**config.mk**
```make
export PLATFORM = sky130hd
export DESIGN_NAME = sma_ack_filter
export DESIGN_NICKNAME = d
export VERILOG_FILES = /design/src/rtl/sma_pkg.sv /design/src/rtl/sma_ack_filter.sv /design/src/rtl/sma_addr_filter.sv
export SDC_FILE = /design/constraint.sdc
export NUM_CORES = 1
export LEC_CHECK = 0
export BUFFER_PORTS_ARGS = -buffer_cell sky130_fd_sc_hd__buf_4
export CORE_ASPECT_RATIO = 0.6
export CORE_MARGIN = 4
export CORE_UTILIZATION = 55
export DETAILED_ROUTE_END_ITERATION = 10
export PLACE_DENSITY = 0.8
export SYNTH_ARGS = -nofsm -noshare
export SYNTH_HDL_FRONTEND = slang
export SYNTH_SLANG_ARGS = --single-unit
```
**constraint.sdc**
```tcl
create_clock -name sys_clk_in -period 2.65 [get_ports sys_clk_in]
set_input_delay 0.3975 -clock sys_clk_in [delete_from_list [all_inputs] [get_ports sys_clk_in]]
set_output_delay 0.3975 -clock sys_clk_in [all_outputs]
set_load 0.02 [all_outputs]
```
**src/rtl/sma_pkg.sv**
```systemverilog
// constants, types and register map of the sniff mode ack filter
package sma_pkg;

   // ----------------------------------------
   // bus geometry
   // ----------------------------------------
   localparam int ADDR_W = 8;
   localparam int DATA_W = 32;
   localparam int STRB_W = 4;
   localparam int BYTE_W = 8;

   // ----------------------------------------
   // register offsets
   // ----------------------------------------
   localparam logic [ADDR_W-1:0] OFF_CTRL = 8'h00;
   localparam logic [ADDR_W-1:0] OFF_STATUS = 8'h04;
   localparam logic [ADDR_W-1:0] OFF_MASK = 8'h08;
   localparam logic [ADDR_W-1:0] OFF_PAN = 8'h0c;
   localparam logic [ADDR_W-1:0] OFF_SHORT = 8'h10;
   localparam logic [ADDR_W-1:0] OFF_LONG_LO = 8'h14;
   localparam logic [ADDR_W-1:0] OFF_LONG_HI = 8'h18;
   localparam logic [ADDR_W-1:0] OFF_LAST_RX = 8'h1c;

   // ----------------------------------------
   // fields and reset values
   // ----------------------------------------
   localparam int CTRL_W = 4;
   localparam int CTRL_SNIFF = 0;
   localparam int CTRL_ACK_AWARE = 1;
   localparam int CTRL_FCS_IND = 2;
   localparam int CTRL_EXPECT_ACK = 3;
   localparam logic [CTRL_W-1:0] CTRL_RST = 4'h0;
   localparam int STAT_W = 4;
   localparam int ST_DATA_IND = 0;
   localparam int ST_ACK_SENT = 1;
   localparam int ST_ACK_MATCH = 2;
   localparam int ST_FCS_BAD = 3;
   localparam logic [STAT_W-1:0] STAT_RST = 4'h0;
   localparam logic [15:0] ADDR16_RST = 16'h0000;
   localparam logic [63:0] ADDR64_RST = 64'h0000_0000_0000_0000;
   localparam logic [15:0] BCAST = 16'hffff;

   // ----------------------------------------
   // frame codes and bus answers
   // ----------------------------------------
   localparam logic [2:0] FT_DATA = 3'h1;
   localparam logic [2:0] FT_ACK = 3'h2;
   localparam logic [2:0] FT_CMD = 3'h3;
   localparam logic [1:0] AM_SHORT = 2'h2;
   localparam logic [1:0] AM_LONG = 2'h3;
   localparam logic [1:0] RESP_OKAY = 2'h0;
   localparam logic [1:0] RESP_SLVERR = 2'h2;

   typedef struct packed {
      logic fcs_ok;
      logic [2:0] ftype;
      logic ack_req;
      logic [1:0] version;
      logic [7:0] seq;
      logic [1:0] dst_mode;
      logic [15:0] dst_pan;
      logic [15:0] dst_short;
      logic [63:0] dst_long;
   } sma_rx_frame_s;

   typedef struct packed {
      logic [1:0] version;
      logic [7:0] seq;
   } sma_tx_frame_s;

   typedef enum logic [1:0] {SEQ_IDLE, SEQ_TX, SEQ_ACK_WAIT} sma_seq_e;

endpackage

```
**src/rtl/sma_ack_filter.sv**
```systemverilog
// receive delivery and auto acknowledgement decision with axi4-lite registers
//
// Implementation choices: the AXI4-Lite slave port and the address map.
`timescale 1ns/1ps
`default_nettype none

module sma_ack_filter
   import sma_pkg::*;
(
   // clock and reset
   input wire logic sys_clk_in,
   input wire logic rst_n_in,
   // axi4-lite write address and data
   input wire logic [sma_pkg::ADDR_W-1:0] s_axi_awaddr_in,
   input wire logic s_axi_awvalid_in,
   output logic s_axi_awready_out,
   input wire logic [sma_pkg::DATA_W-1:0] s_axi_wdata_in,
   input wire logic [sma_pkg::STRB_W-1:0] s_axi_wstrb_in,
   input wire logic s_axi_wvalid_in,
   output logic s_axi_wready_out,
   // axi4-lite write response
   output logic [1:0] s_axi_bresp_out,
   output logic s_axi_bvalid_out,
   input wire logic s_axi_bready_in,
   // axi4-lite read
   input wire logic [sma_pkg::ADDR_W-1:0] s_axi_araddr_in,
   input wire logic s_axi_arvalid_in,
   output logic s_axi_arready_out,
   output logic [sma_pkg::DATA_W-1:0] s_axi_rdata_out,
   output logic [1:0] s_axi_rresp_out,
   output logic s_axi_rvalid_out,
   input wire logic s_axi_rready_in,
   // received frame from the parser
   input wire logic rx_valid_in,
   input wire sma_pkg::sma_rx_frame_s rx_frame_in,
   // transmit sequencer
   input wire logic tr_start_in,
   input wire sma_pkg::sma_tx_frame_s tx_frame_in,
   input wire logic tx_done_in,
   input wire logic seq_abort_in,
   // results
   output logic data_ind_out,
   output logic buf_store_out,
   output logic ack_send_out,
   output logic seq_busy_out,
   output logic irq_out
);
   import sma_pkg::*;

   // ----------------------------------------
   // state
   // ----------------------------------------
   logic awready_q;
   logic wready_q;
   logic bvalid_q;
   logic [1:0] bresp_q;
   logic [ADDR_W-1:0] awaddr_q;
   logic [DATA_W-1:0] wdata_q;
   logic [STRB_W-1:0] wstrb_q;
   logic arready_q;
   logic rvalid_q;
   logic [1:0] rresp_q;
   logic [DATA_W-1:0] rdata_q;
   logic [CTRL_W-1:0] ctrl_q;
   logic [STAT_W-1:0] status_q;
   logic [STAT_W-1:0] status_d;
   logic [STAT_W-1:0] mask_q;
   logic [15:0] pan_q;
   logic [15:0] short_q;
   logic [63:0] long_q;
   logic [7:0] last_seq_q;
   logic [1:0] last_ver_q;
   sma_seq_e state_q;
   sma_seq_e state_d;
   sma_tx_frame_s sent_q;
   logic expect_q;
   logic data_ind_q;
   logic data_ind_d;
   logic buf_store_q;
   logic buf_store_d;
   logic ack_send_q;
   logic ack_send_d;
   logic seq_busy_q;
   logic irq_q;
   logic filt_match;
   logic filt_ack_ok;
   logic do_write;
   logic [DATA_W-1:0] rd_data;
   logic rd_err;
   logic wr_err;
   logic [STAT_W-1:0] status_clr;
   logic [STAT_W-1:0] status_set;
   logic is_ack;
   logic sniff_any;
   logic plain_sniff;
   logic ack_match;

   function automatic logic [DATA_W-1:0] wmerge(input logic [DATA_W-1:0] old,
                                                input logic [DATA_W-1:0] nw,
                                                input logic [STRB_W-1:0] be);
      logic [DATA_W-1:0] r;
      r = old;
      for (int i = 0; i < STRB_W; i++) begin
         if (be[i]) begin
            r[i*BYTE_W +: BYTE_W] = nw[i*BYTE_W +: BYTE_W];
         end
      end
      return r;
   endfunction

   // ----------------------------------------
   // address filter
   // ----------------------------------------
   sma_addr_filter u_filter (
      .frame_in(rx_frame_in),
      .own_pan_in(pan_q),
      .own_short_in(short_q),
      .own_long_in(long_q),
      .addr_match_out(filt_match),
      .ack_ok_out(filt_ack_ok)
   );

   // ----------------------------------------
   // axi4-lite write channel
   // ----------------------------------------
   // address and data may arrive in either order; the write fires once both are held
   assign do_write = !awready_q && !wready_q && !bvalid_q;

   always_ff @(posedge sys_clk_in) begin
      if (!rst_n_in) begin
         awready_q <= 1'b1;
         wready_q <= 1'b1;
         bvalid_q <= 1'b0;
         bresp_q <= RESP_OKAY;
         awaddr_q <= '0;
         wdata_q <= '0;
         wstrb_q <= '0;
      end else begin
         if (awready_q && s_axi_awvalid_in) begin
            awready_q <= 1'b0;
            awaddr_q <= s_axi_awaddr_in;
         end else if (bvalid_q && s_axi_bready_in) begin
            awready_q <= 1'b1;
         end
         if (wready_q && s_axi_wvalid_in) begin
            wready_q <= 1'b0;
            wdata_q <= s_axi_wdata_in;
            wstrb_q <= s_axi_wstrb_in;
         end else if (bvalid_q && s_axi_bready_in) begin
            wready_q <= 1'b1;
         end
         if (do_write) begin
            bvalid_q <= 1'b1;
            bresp_q <= wr_err ? RESP_SLVERR : RESP_OKAY;
         end else if (bvalid_q && s_axi_bready_in) begin
            bvalid_q <= 1'b0;
         end
      end
   end

   always_comb begin
      case (awaddr_q)
         OFF_CTRL, OFF_STATUS, OFF_MASK, OFF_PAN, OFF_SHORT, OFF_LONG_LO, OFF_LONG_HI, OFF_LAST_RX: begin
            wr_err = 1'b0;
         end
         default: begin
            wr_err = 1'b1;
         end
      endcase
   end

   // ----------------------------------------
   // software registers
   // ----------------------------------------
   always_ff @(posedge sys_clk_in) begin
      if (!rst_n_in) begin
         ctrl_q <= CTRL_RST; // ack-aware sniff clear: normal operation
         mask_q <= STAT_RST;
         pan_q <= ADDR16_RST;
         short_q <= ADDR16_RST;
         long_q <= ADDR64_RST;
      end else if (do_write) begin
         case (awaddr_q)
            OFF_CTRL: ctrl_q <= CTRL_W'(wmerge(DATA_W'(ctrl_q), wdata_q, wstrb_q));
            OFF_MASK: mask_q <= STAT_W'(wmerge(DATA_W'(mask_q), wdata_q, wstrb_q));
            OFF_PAN: pan_q <= 16'(wmerge(DATA_W'(pan_q), wdata_q, wstrb_q));
            OFF_SHORT: short_q <= 16'(wmerge(DATA_W'(short_q), wdata_q, wstrb_q));
            OFF_LONG_LO: long_q[31:0] <= wmerge(long_q[31:0], wdata_q, wstrb_q);
            OFF_LONG_HI: long_q[63:32] <= wmerge(long_q[63:32], wdata_q, wstrb_q);
            default: begin
            end
         endcase
      end
   end

   // write-one-to-clear, a hardware set in the same cycle wins
   always_comb begin
      status_clr = '0;
      if (do_write && awaddr_q == OFF_STATUS) begin
         status_clr = wdata_q[STAT_W-1:0] & {STAT_W{wstrb_q[0]}};
      end
      status_set = '0;
      status_set[ST_DATA_IND] = data_ind_d;
      status_set[ST_ACK_SENT] = ack_send_d;
      status_set[ST_ACK_MATCH] = ack_match && rx_valid_in;
      status_set[ST_FCS_BAD] = rx_valid_in && !rx_frame_in.fcs_ok;
      status_d = (status_q & ~status_clr) | status_set;
   end

   always_ff @(posedge sys_clk_in) begin
      if (!rst_n_in) begin
         status_q <= STAT_RST;
         irq_q <= 1'b0;
      end else begin
         status_q <= status_d;
         irq_q <= |(status_q & mask_q);
      end
   end

   // ----------------------------------------
   // axi4-lite read channel
   // ----------------------------------------
   always_comb begin
      rd_data = '0;
      rd_err = 1'b0;
      case (s_axi_araddr_in)
         OFF_CTRL: rd_data = DATA_W'(ctrl_q);
         OFF_STATUS: rd_data = DATA_W'(status_q);
         OFF_MASK: rd_data = DATA_W'(mask_q);
         OFF_PAN: rd_data = DATA_W'(pan_q);
         OFF_SHORT: rd_data = DATA_W'(short_q);
         OFF_LONG_LO: rd_data = long_q[31:0];
         OFF_LONG_HI: rd_data = long_q[63:32];
         OFF_LAST_RX: rd_data = DATA_W'({state_q, last_ver_q, last_seq_q});
         default: rd_err = 1'b1;
      endcase
   end

   always_ff @(posedge sys_clk_in) begin
      if (!rst_n_in) begin
         arready_q <= 1'b1;
         rvalid_q <= 1'b0;
         rresp_q <= RESP_OKAY;
         rdata_q <= '0;
      end else if (arready_q && s_axi_arvalid_in) begin
         arready_q <= 1'b0;
         rvalid_q <= 1'b1;
         rdata_q <= rd_data;
         rresp_q <= rd_err ? RESP_SLVERR : RESP_OKAY;
      end else if (rvalid_q && s_axi_rready_in) begin
         arready_q <= 1'b1;
         rvalid_q <= 1'b0;
      end
   end

   // ----------------------------------------
   // transmit-then-receive sequencer
   // ----------------------------------------
   always_comb begin
      state_d = state_q;
      case (state_q)
         SEQ_IDLE: begin
            if (tr_start_in) begin
               state_d = SEQ_TX;
            end
         end
         SEQ_TX: begin
            if (tx_done_in) begin
               state_d = expect_q ? SEQ_ACK_WAIT : SEQ_IDLE;
            end
         end
         SEQ_ACK_WAIT: begin
            if (rx_valid_in && rx_frame_in.ftype == FT_ACK) begin
               state_d = SEQ_IDLE;
            end
         end
         default: state_d = SEQ_IDLE;
      endcase
      if (seq_abort_in) begin
         state_d = SEQ_IDLE;
      end
   end

   always_ff @(posedge sys_clk_in) begin
      if (!rst_n_in) begin
         state_q <= SEQ_IDLE;
         seq_busy_q <= 1'b0;
         expect_q <= 1'b0;
         sent_q <= '0;
      end else begin
         state_q <= state_d;
         seq_busy_q <= (state_d != SEQ_IDLE);
         if (state_q == SEQ_IDLE && tr_start_in) begin
            expect_q <= ctrl_q[CTRL_EXPECT_ACK];
            sent_q <= tx_frame_in;
         end
      end
   end

   // ----------------------------------------
   // delivery and acknowledgement decision
   // ----------------------------------------
   always_comb begin
      is_ack = (rx_frame_in.ftype == FT_ACK);
      sniff_any = ctrl_q[CTRL_SNIFF] || ctrl_q[CTRL_ACK_AWARE];
      // ack-aware enable overrides plain sniff
      plain_sniff = ctrl_q[CTRL_SNIFF] && !ctrl_q[CTRL_ACK_AWARE];
      ack_match = (state_q == SEQ_ACK_WAIT) && is_ack && rx_frame_in.fcs_ok &&
                  rx_frame_in.seq == sent_q.seq && rx_frame_in.version == sent_q.version;
      data_ind_d = 1'b0;
      if (rx_valid_in) begin
         if (!rx_frame_in.fcs_ok) begin
            data_ind_d = ctrl_q[CTRL_FCS_IND];
         end else if (sniff_any) begin
            data_ind_d = 1'b1;
         end else if (is_ack) begin
            data_ind_d = ack_match;
         end else begin
            data_ind_d = filt_match;
         end
      end
      // ack frames reach the buffer only in ack-aware sniff
      buf_store_d = data_ind_d && (!is_ack || ctrl_q[CTRL_ACK_AWARE]);
      // filter already refuses bad fcs; plain sniff stays silent
      ack_send_d = rx_valid_in && rx_frame_in.fcs_ok && filt_ack_ok && !plain_sniff;
   end

   always_ff @(posedge sys_clk_in) begin
      if (!rst_n_in) begin
         data_ind_q <= 1'b0;
         buf_store_q <= 1'b0;
         ack_send_q <= 1'b0;
         last_seq_q <= '0;
         last_ver_q <= '0;
      end else begin
         data_ind_q <= data_ind_d;
         buf_store_q <= buf_store_d;
         ack_send_q <= ack_send_d;
         if (rx_valid_in) begin
            last_seq_q <= rx_frame_in.seq;
            last_ver_q <= rx_frame_in.version;
         end
      end
   end

   // ----------------------------------------
   // outputs
   // ----------------------------------------
   assign s_axi_awready_out = awready_q;
   assign s_axi_wready_out = wready_q;
   assign s_axi_bvalid_out = bvalid_q;
   assign s_axi_bresp_out = bresp_q;
   assign s_axi_arready_out = arready_q;
   assign s_axi_rvalid_out = rvalid_q;
   assign s_axi_rresp_out = rresp_q;
   assign s_axi_rdata_out = rdata_q;
   assign data_ind_out = data_ind_q;
   assign buf_store_out = buf_store_q;
   assign ack_send_out = ack_send_q;
   assign seq_busy_out = seq_busy_q;
   assign irq_out = irq_q;
endmodule
`default_nettype wire

```
**src/rtl/sma_addr_filter.sv**
```systemverilog
// destination address filter and acknowledgement decision
`timescale 1ns/1ps
`default_nettype none
module sma_addr_filter
   import sma_pkg::*;
(
   // received frame
   input wire sma_pkg::sma_rx_frame_s frame_in,
   // own identity
   input wire logic [15:0] own_pan_in,
   input wire logic [15:0] own_short_in,
   input wire logic [63:0] own_long_in,
   // decisions
   output logic addr_match_out,
   output logic ack_ok_out
);
   import sma_pkg::*;

   logic pan_bc;
   logic dst_bc;
   logic pan_hit;
   logic acks_type;

   always_comb begin
      pan_bc = (frame_in.dst_pan == BCAST);
      dst_bc = (frame_in.dst_short == BCAST);
      pan_hit = (frame_in.dst_pan == own_pan_in) || pan_bc;
      acks_type = (frame_in.ftype == FT_DATA) || (frame_in.ftype == FT_CMD);
      addr_match_out = 1'b0;
      ack_ok_out = 1'b0;
      case (frame_in.dst_mode)
         AM_SHORT: begin
            addr_match_out = pan_hit && (dst_bc || frame_in.dst_short == own_short_in);
            // any broadcast field in short mode suppresses the ack
            ack_ok_out = !pan_bc && !dst_bc && frame_in.dst_pan == own_pan_in &&
                         frame_in.dst_short == own_short_in;
         end
         AM_LONG: begin
            // unique extended address is acked even on broadcast pan
            addr_match_out = pan_hit && (frame_in.dst_long == own_long_in);
            ack_ok_out = addr_match_out;
         end
         default: begin
            addr_match_out = 1'b0;
            ack_ok_out = 1'b0;
         end
      endcase
      // only data and command frames asking for it are acked
      ack_ok_out = ack_ok_out && acks_type && frame_in.ack_req && frame_in.fcs_ok;
   end
endmodule
`default_nettype wire

```
Yosys cells after proc, flatten, opt, wreduce, memory -nomap -nowiden
Memories as Yosys holds them, arrays and structs flattened. A register that Yosys moved wholly into a read port is not among the register bits.
Cells that the tools add are included.
{ "totals": {"register_bits": 221, "mem_bits_ro": 32, "input_bits": 186, "wordCells": 166, "mem_count": 1} }
{ "op_classes": {"n_eq_ne": 27, "mux": 28, "bitwise": 5, "n_reduce_logical": 68} }
{ "memory_table": {"columns": ["name", "depth", "word_bits", "rd", "rd_ports_with_merged_regs", "write_ports", "line", "rtl"], "rows": [
  ["(no name shown)", 32, 1, 1, 1, 0, "sma_ack_filter.sv:162", "case (awaddr_q)"]
]} }
{ "op_table": {"columns": ["operator", "n"], "rows": [
  ["$pmux 32 s8", 1],
  ["$eq 64x64->1", 1],
  ["$eq 8x5->1 const B", 7],
  ["$reduce_and 3->1", 14],
  ["$eq 16x16->1", 2],
  ["$eq 16x16->1 const B", 2],
  ["$eq 8x4->1 const B", 4],
  ["$logic_and 1x1->1", 29],
  ["$eq 8x3->1 const B", 2],
  ["$logic_not 8->1", 2],
  ["$mux 1", 14],
  ["$mux 2", 7],
  ["$and 4x4->4", 3],
  ["$mux 5", 2],
  ["$reduce_bool 2->1", 5],
  ["$logic_not 1->1", 9],
  ["$eq 8x8->1", 1],
  ["$reduce_or 8->1", 1],
  ["$eq 2x2->1 const B", 3],
  ["$eq 3x2->1 const B", 2],
  ["$pmux 2 s3", 1],
  ["$logic_or 1x1->1", 5],
  ["$mux 4", 1],
  ["$not 4->4", 1],
  ["8 further kinds", 9]
]} }

Logic depth before layout (Yosys ltp)
{ "logic_depth": {"depth_word": 12, "ltp_mapped": 8, "depth_no_buf": 6} }

Cells and area by module
From an unflattened synthesis, not the netlist that was laid out.
{ "unflattened": {"cells_unflattened": 1157, "hier_area_um2": 10073.4} }
{ "modules_own_cells": {"columns": ["module", "instances", "cells_each", "area_per_inst_um2", "seq_area_each_um2"], "rows": [
  ["sma_ack_filter", 1, 992, 8839.7, 4404.2],
  ["sma_addr_filter", 1, 165, 1233.7, 0.0]
]} }

Worst setup path after synthesis
OpenSTA, ideal clock, no wires.
{ "synth_timing": {"path_type": "input-to-reg", "startpoint": "input port rx_frame_in[38] (netlist bit)", "endpoint": "register status_q[0]", "t_arrival_ns": 1.871, "required_time_ns": 2.584, "path_slack_ns": 0.713, "path_stages": 6, "path_buffers": 0, "path_cell_list": "xor2_1 > nor4b_2 > nand4_1 > or4_4 > o311a_1 > a21oi_2"} }
{ "synth_between": {"elab_chain_cells": 8} }
{ "synth_lines": {"columns": ["item", "line", "rtl"], "rows": [
  ["start: declaration", "sma_ack_filter.sv:35", "input wire sma_pkg::sma_rx_frame_s rx_frame_in,"],
  ["$eq 64x64->1", "sma_addr_filter.sv:40", "addr_match_out = pan_hit && (frame_in.dst_long == own_long_in);"],
  ["$logic_and 1x1->1", "sma_addr_filter.sv:40", null],
  ["$pmux 1 s2", "sma_addr_filter.sv:31", "case (frame_in.dst_mode)"],
  ["$mux 1", "sma_ack_filter.sv:316", "end else if (is_ack) begin"],
  ["$mux 1", "sma_ack_filter.sv:314", "end else if (sniff_any) begin"],
  ["$mux 1", "sma_ack_filter.sv:312", "if (!rx_frame_in.fcs_ok) begin"],
  ["$mux 1", "sma_ack_filter.sv:311", "if (rx_valid_in) begin"],
  ["$or 4x4->4", "sma_ack_filter.sv:207", "status_d = (status_q & ~status_clr) | status_set;"],
  ["end signal: assignment", "sma_ack_filter.sv:215", "status_q <= status_d;"],
  ["end: declaration", "sma_ack_filter.sv:65", "logic [STAT_W-1:0] status_q;"]
]} }
No other way between the ends.
A chain may end at the register's enable or synchronous reset.

Final worst setup path
{ "layout_timing": {"startpoint": "register long_q[40]", "endpoint": "register status_q[0]"} }
{ "layout_between": {"elab_chain_cells": 8} }
{ "layout_lines": {"columns": ["item", "line", "rtl"], "rows": [
  ["start: declaration", "sma_ack_filter.sv:70", "logic [63:0] long_q;"],
  ["start signal: assignment", "sma_ack_filter.sv:189", "OFF_LONG_HI: long_q[63:32] <= wmerge(long_q[63:32], wdata_q, wstrb_q);"],
  ["$eq 64x64->1", "sma_addr_filter.sv:40", null],
  ["$logic_and 1x1->1", "sma_addr_filter.sv:40", null],
  ["$pmux 1 s2", "sma_addr_filter.sv:31", null],
  ["$mux 1", "sma_ack_filter.sv:316", null],
  ["$mux 1", "sma_ack_filter.sv:314", null],
  ["$mux 1", "sma_ack_filter.sv:312", null],
  ["$mux 1", "sma_ack_filter.sv:311", null],
  ["$or 4x4->4", "sma_ack_filter.sv:207", null]
]} }
No other way between the ends.

==> flow_metrics.tcl <==
set metrics [dict create \
    crit_required_ns 3.08 \
    min-delay-start "s_axi_wdata_in[25]" \
    cts-htree-levels 1 \
    crit_start "long_q[40]" \
    max_freq_mhz 406.7 \
    crit_path_start_kind "flip-flop" \
    drive_gt1_frac 0.2122 \
    status "completed" \
    cts_buffer_depth 3 \
    nFillCells 1586 \
    maxSlewViolCount 0 \
    skew_ns 0.01128 \
    clk_pin_slew_worst_paths_ns 0.07 \
    vias 9668 \
    core-area_um2 19180 \
    final_common_cell "buf_4" \
    fin_crit_sh 0.9278 \
    setup_viol 0 \
    p_per_area_nw_per_um2 545.3 \
    worstMarginPinSlew_ns 0.8661 \
    finalPower_mw 7.320 \
    drv_cap 0 \
    grtUsageTotal 0.3097 \
    final_nets 1610 \
    hold_viol 0 \
    regArea_um2 4404 \
    cts_sinks 220 \
    syn2layout_area_growth_pct 24.26 \
    drt-total-wl_um 35440 \
    viasPerCell 5.677 \
    clock_insertion_delay_worst_skew_ns 0.50 \
    fp.dieH_um 116.6 \
    num_antenna_cells 0 \
    wl_per_cell_um 20.81 \
    gp_congestion 0.9644 \
    synth_warnings 0 \
    utilization 0.7000 \
    antenna_found_initial 2 \
    avgSynthCellArea_um2 8.855 \
    cts_resized 0 \
    fin_hold_ws_ns 0.1582 \
    multi_input_area_um2 6101 \
    crit_path_max_incr_delay_ns 0.60 \
    hold_path.class "input port to flip-flop" \
    drcViolationCount 0 \
    post-route-min-period_ns 2.459 \
    synth-seq-cells 220 \
    ys_seq_area_frac 0.4077 \
    worstPathCellList "xor2_1, nor4_1, nand2_1, or4_4, o311a_1, a21oi_2" \
    async_flop_share 0 \
    worstPathArrival_ns 2.89 \
    crit_path_top_delay_cell "or4_4" \
    cts_hold_buffers 0 \
    syn_inst 1220 \
    die-area_um2 22020 \
    dr.pass1.iters 5 \
    tritoncts "built" \
    pin_count 232 \
    initial_core_util 0.5633 \
    leakage_nw 5.578 \
    synth_ff_type "dfxtp_1" \
    dieWidth_um 188.9 \
    rows 39 \
    crit_path_max_fanout 3 \
    clockRootBuffer "clkbuf_16" \
    rsz0062_at_grt "false" \
    grt_overflow_total 0 \
    dp_hpwl_um 26900 \
    cts_setup_buffers 0 \
    grt_pass1_wl_um 53160 \
    ys_types 64 \
    cts_inserted_buffers 21 \
    r2r-start "long_q[40]" \
    slew_headroom 0.4226 \
    final_cell_mix "244 x buf_4, 220 x dfxtp_1, 218 x nand2_1" \
    io_buffer_count 229 \
    grt_start_max_net_pins 103 \
    grt_pass1_vias 9144 \
    ir_drop_v 0.0003649 \
    postRouteAntennaNets 0 \
    syn-cell-area_um2 10800 \
    end_kind "flip-flop" \
    crit_type "flip-flop to flip-flop" \
    setup-tns-final_ns 0 \
    synth_edf_count 0 \
    drt-initial-drc-count 1063 \
]
sequential cells by signal, summed over array words and instances, names as in the netlist, 8 cells and up, named ones only:
signal / count
long_q: 64
s_axi_rdata_out: 32
wdata_q: 32
pan_q: 16
short_q: 16
sent_q: 10
awaddr_q: 8
last_seq_q: 8
critical path: cells and delay by family, from the launching register on:
family | cells | cell delay, ns
AND/OR/NAND/NOR | 3 | 1.32
AO/OA/AOI/OAI | 2 | 0.48
flip-flops | 1 | 0.34
XOR/XNOR | 1 | 0.25
metrics by stage:
step	instance area [um^2]	instances	setup WS, ns
2_1_floorplan	10810	1221	0.7130
3_3_place_gp	12720	1667	0.2008
3_5_place_dp	12720	1667	0.1862
4_1_cts	13420	1703	0.3098
5_1_grt	13420	1703	0.1572
6_report	13420	1703	0.1914
path summary, 6_finish.rpt:
check | end | slack (ns) | depth (start not counted)
max | status_q[0] | 0.19 | 6
min reg2reg | wstrb_q[1] | 0.48 | 2
max reg2reg | status_q[0] | 0.19 | 6
min | wdata_q[25] | 0.16 | 3
layer usage:
layer,vias up,routed length (um),global-route usage
met5,-,23,0
met4,4,565,0.05143
met3,47,3504,0.06153
met2,449,14560,0.4575
met1,4548,16790,0.4749
li1,4620,-,-
cell families after synthesis:
group	synth area share
AO/OA/AOI/OAI	0.1283
buffers and inverters	0.02791
flip-flops	0.4077
XOR/XNOR	0.07864
AND/OR/NAND/NOR	0.2472
other	0.0003471
multiplexers	0.1099
synthesized netlist by cell type, types with 2 or more instances:
| library cell | n | area [um^2] |
|---|---|---|
| buf_4 | 2 | 15.01 |
| inv_1 | 7 | 26.28 |
| a21oi_1 | 20 | 100.1 |
| buf_2 | 11 | 55.05 |
| nor2_1 | 28 | 105.1 |
| a211oi_1 | 3 | 22.52 |
| a22oi_1 | 22 | 165.2 |
| o21ai_0 | 38 | 190.2 |
| or3_1 | 4 | 25.02 |
| mux2i_1 | 113 | 1131 |
| a2111oi_0 | 5 | 43.79 |
| nor3_1 | 7 | 35.03 |
| nand3b_1 | 2 | 15.01 |
| a221oi_1 | 4 | 35.03 |
| mux4_2 | 2 | 45.04 |
| and2_1 | 33 | 206.5 |
| nor4_2 | 2 | 25.02 |
| a21boi_0 | 86 | 645.6 |
| clkbuf_1 | 47 | 176.4 |
| nand3_2 | 3 | 30.03 |
| and3_1 | 5 | 31.28 |
| nand3_1 | 18 | 90.09 |
| or2_2 | 2 | 12.51 |
| nor2b_1 | 109 | 681.9 |
| xnor2_1 | 43 | 376.6 |
| o22ai_1 | 12 | 75.07 |
| nand4b_1 | 4 | 35.03 |
| dfxtp_1 | 220 | 4404 |
| and4_1 | 3 | 26.28 |
| nand2_1 | 218 | 818.3 |
| nor3b_1 | 3 | 22.52 |
| nand2b_1 | 6 | 37.54 |
| buf_1 | 4 | 15.01 |
| a2bb2oi_1 | 3 | 26.28 |
| xor2_1 | 54 | 473.0 |
| nand4_1 | 25 | 156.4 |
| nor4_1 | 24 | 150.1 |
| and4bb_2 | 2 | 25.02 |
area by class of cell:
class,instances,area share
clock buffer,29,0.04586
clock inverter,7,0.006618
inverter,8,0.002237
multi-input combinational,928,0.4545
sequential,220,0.3281
tap,266,0.02479
timing repair buffer,245,0.1379
report_power, final:
group	internal (mW)	total [mW]	switching, mW
Clock	1.82	3.10	1.28
Sequential	3.38	3.46	0.0856
Combinational	0.372	0.755	0.383
(Power assumes the default switching activity.)
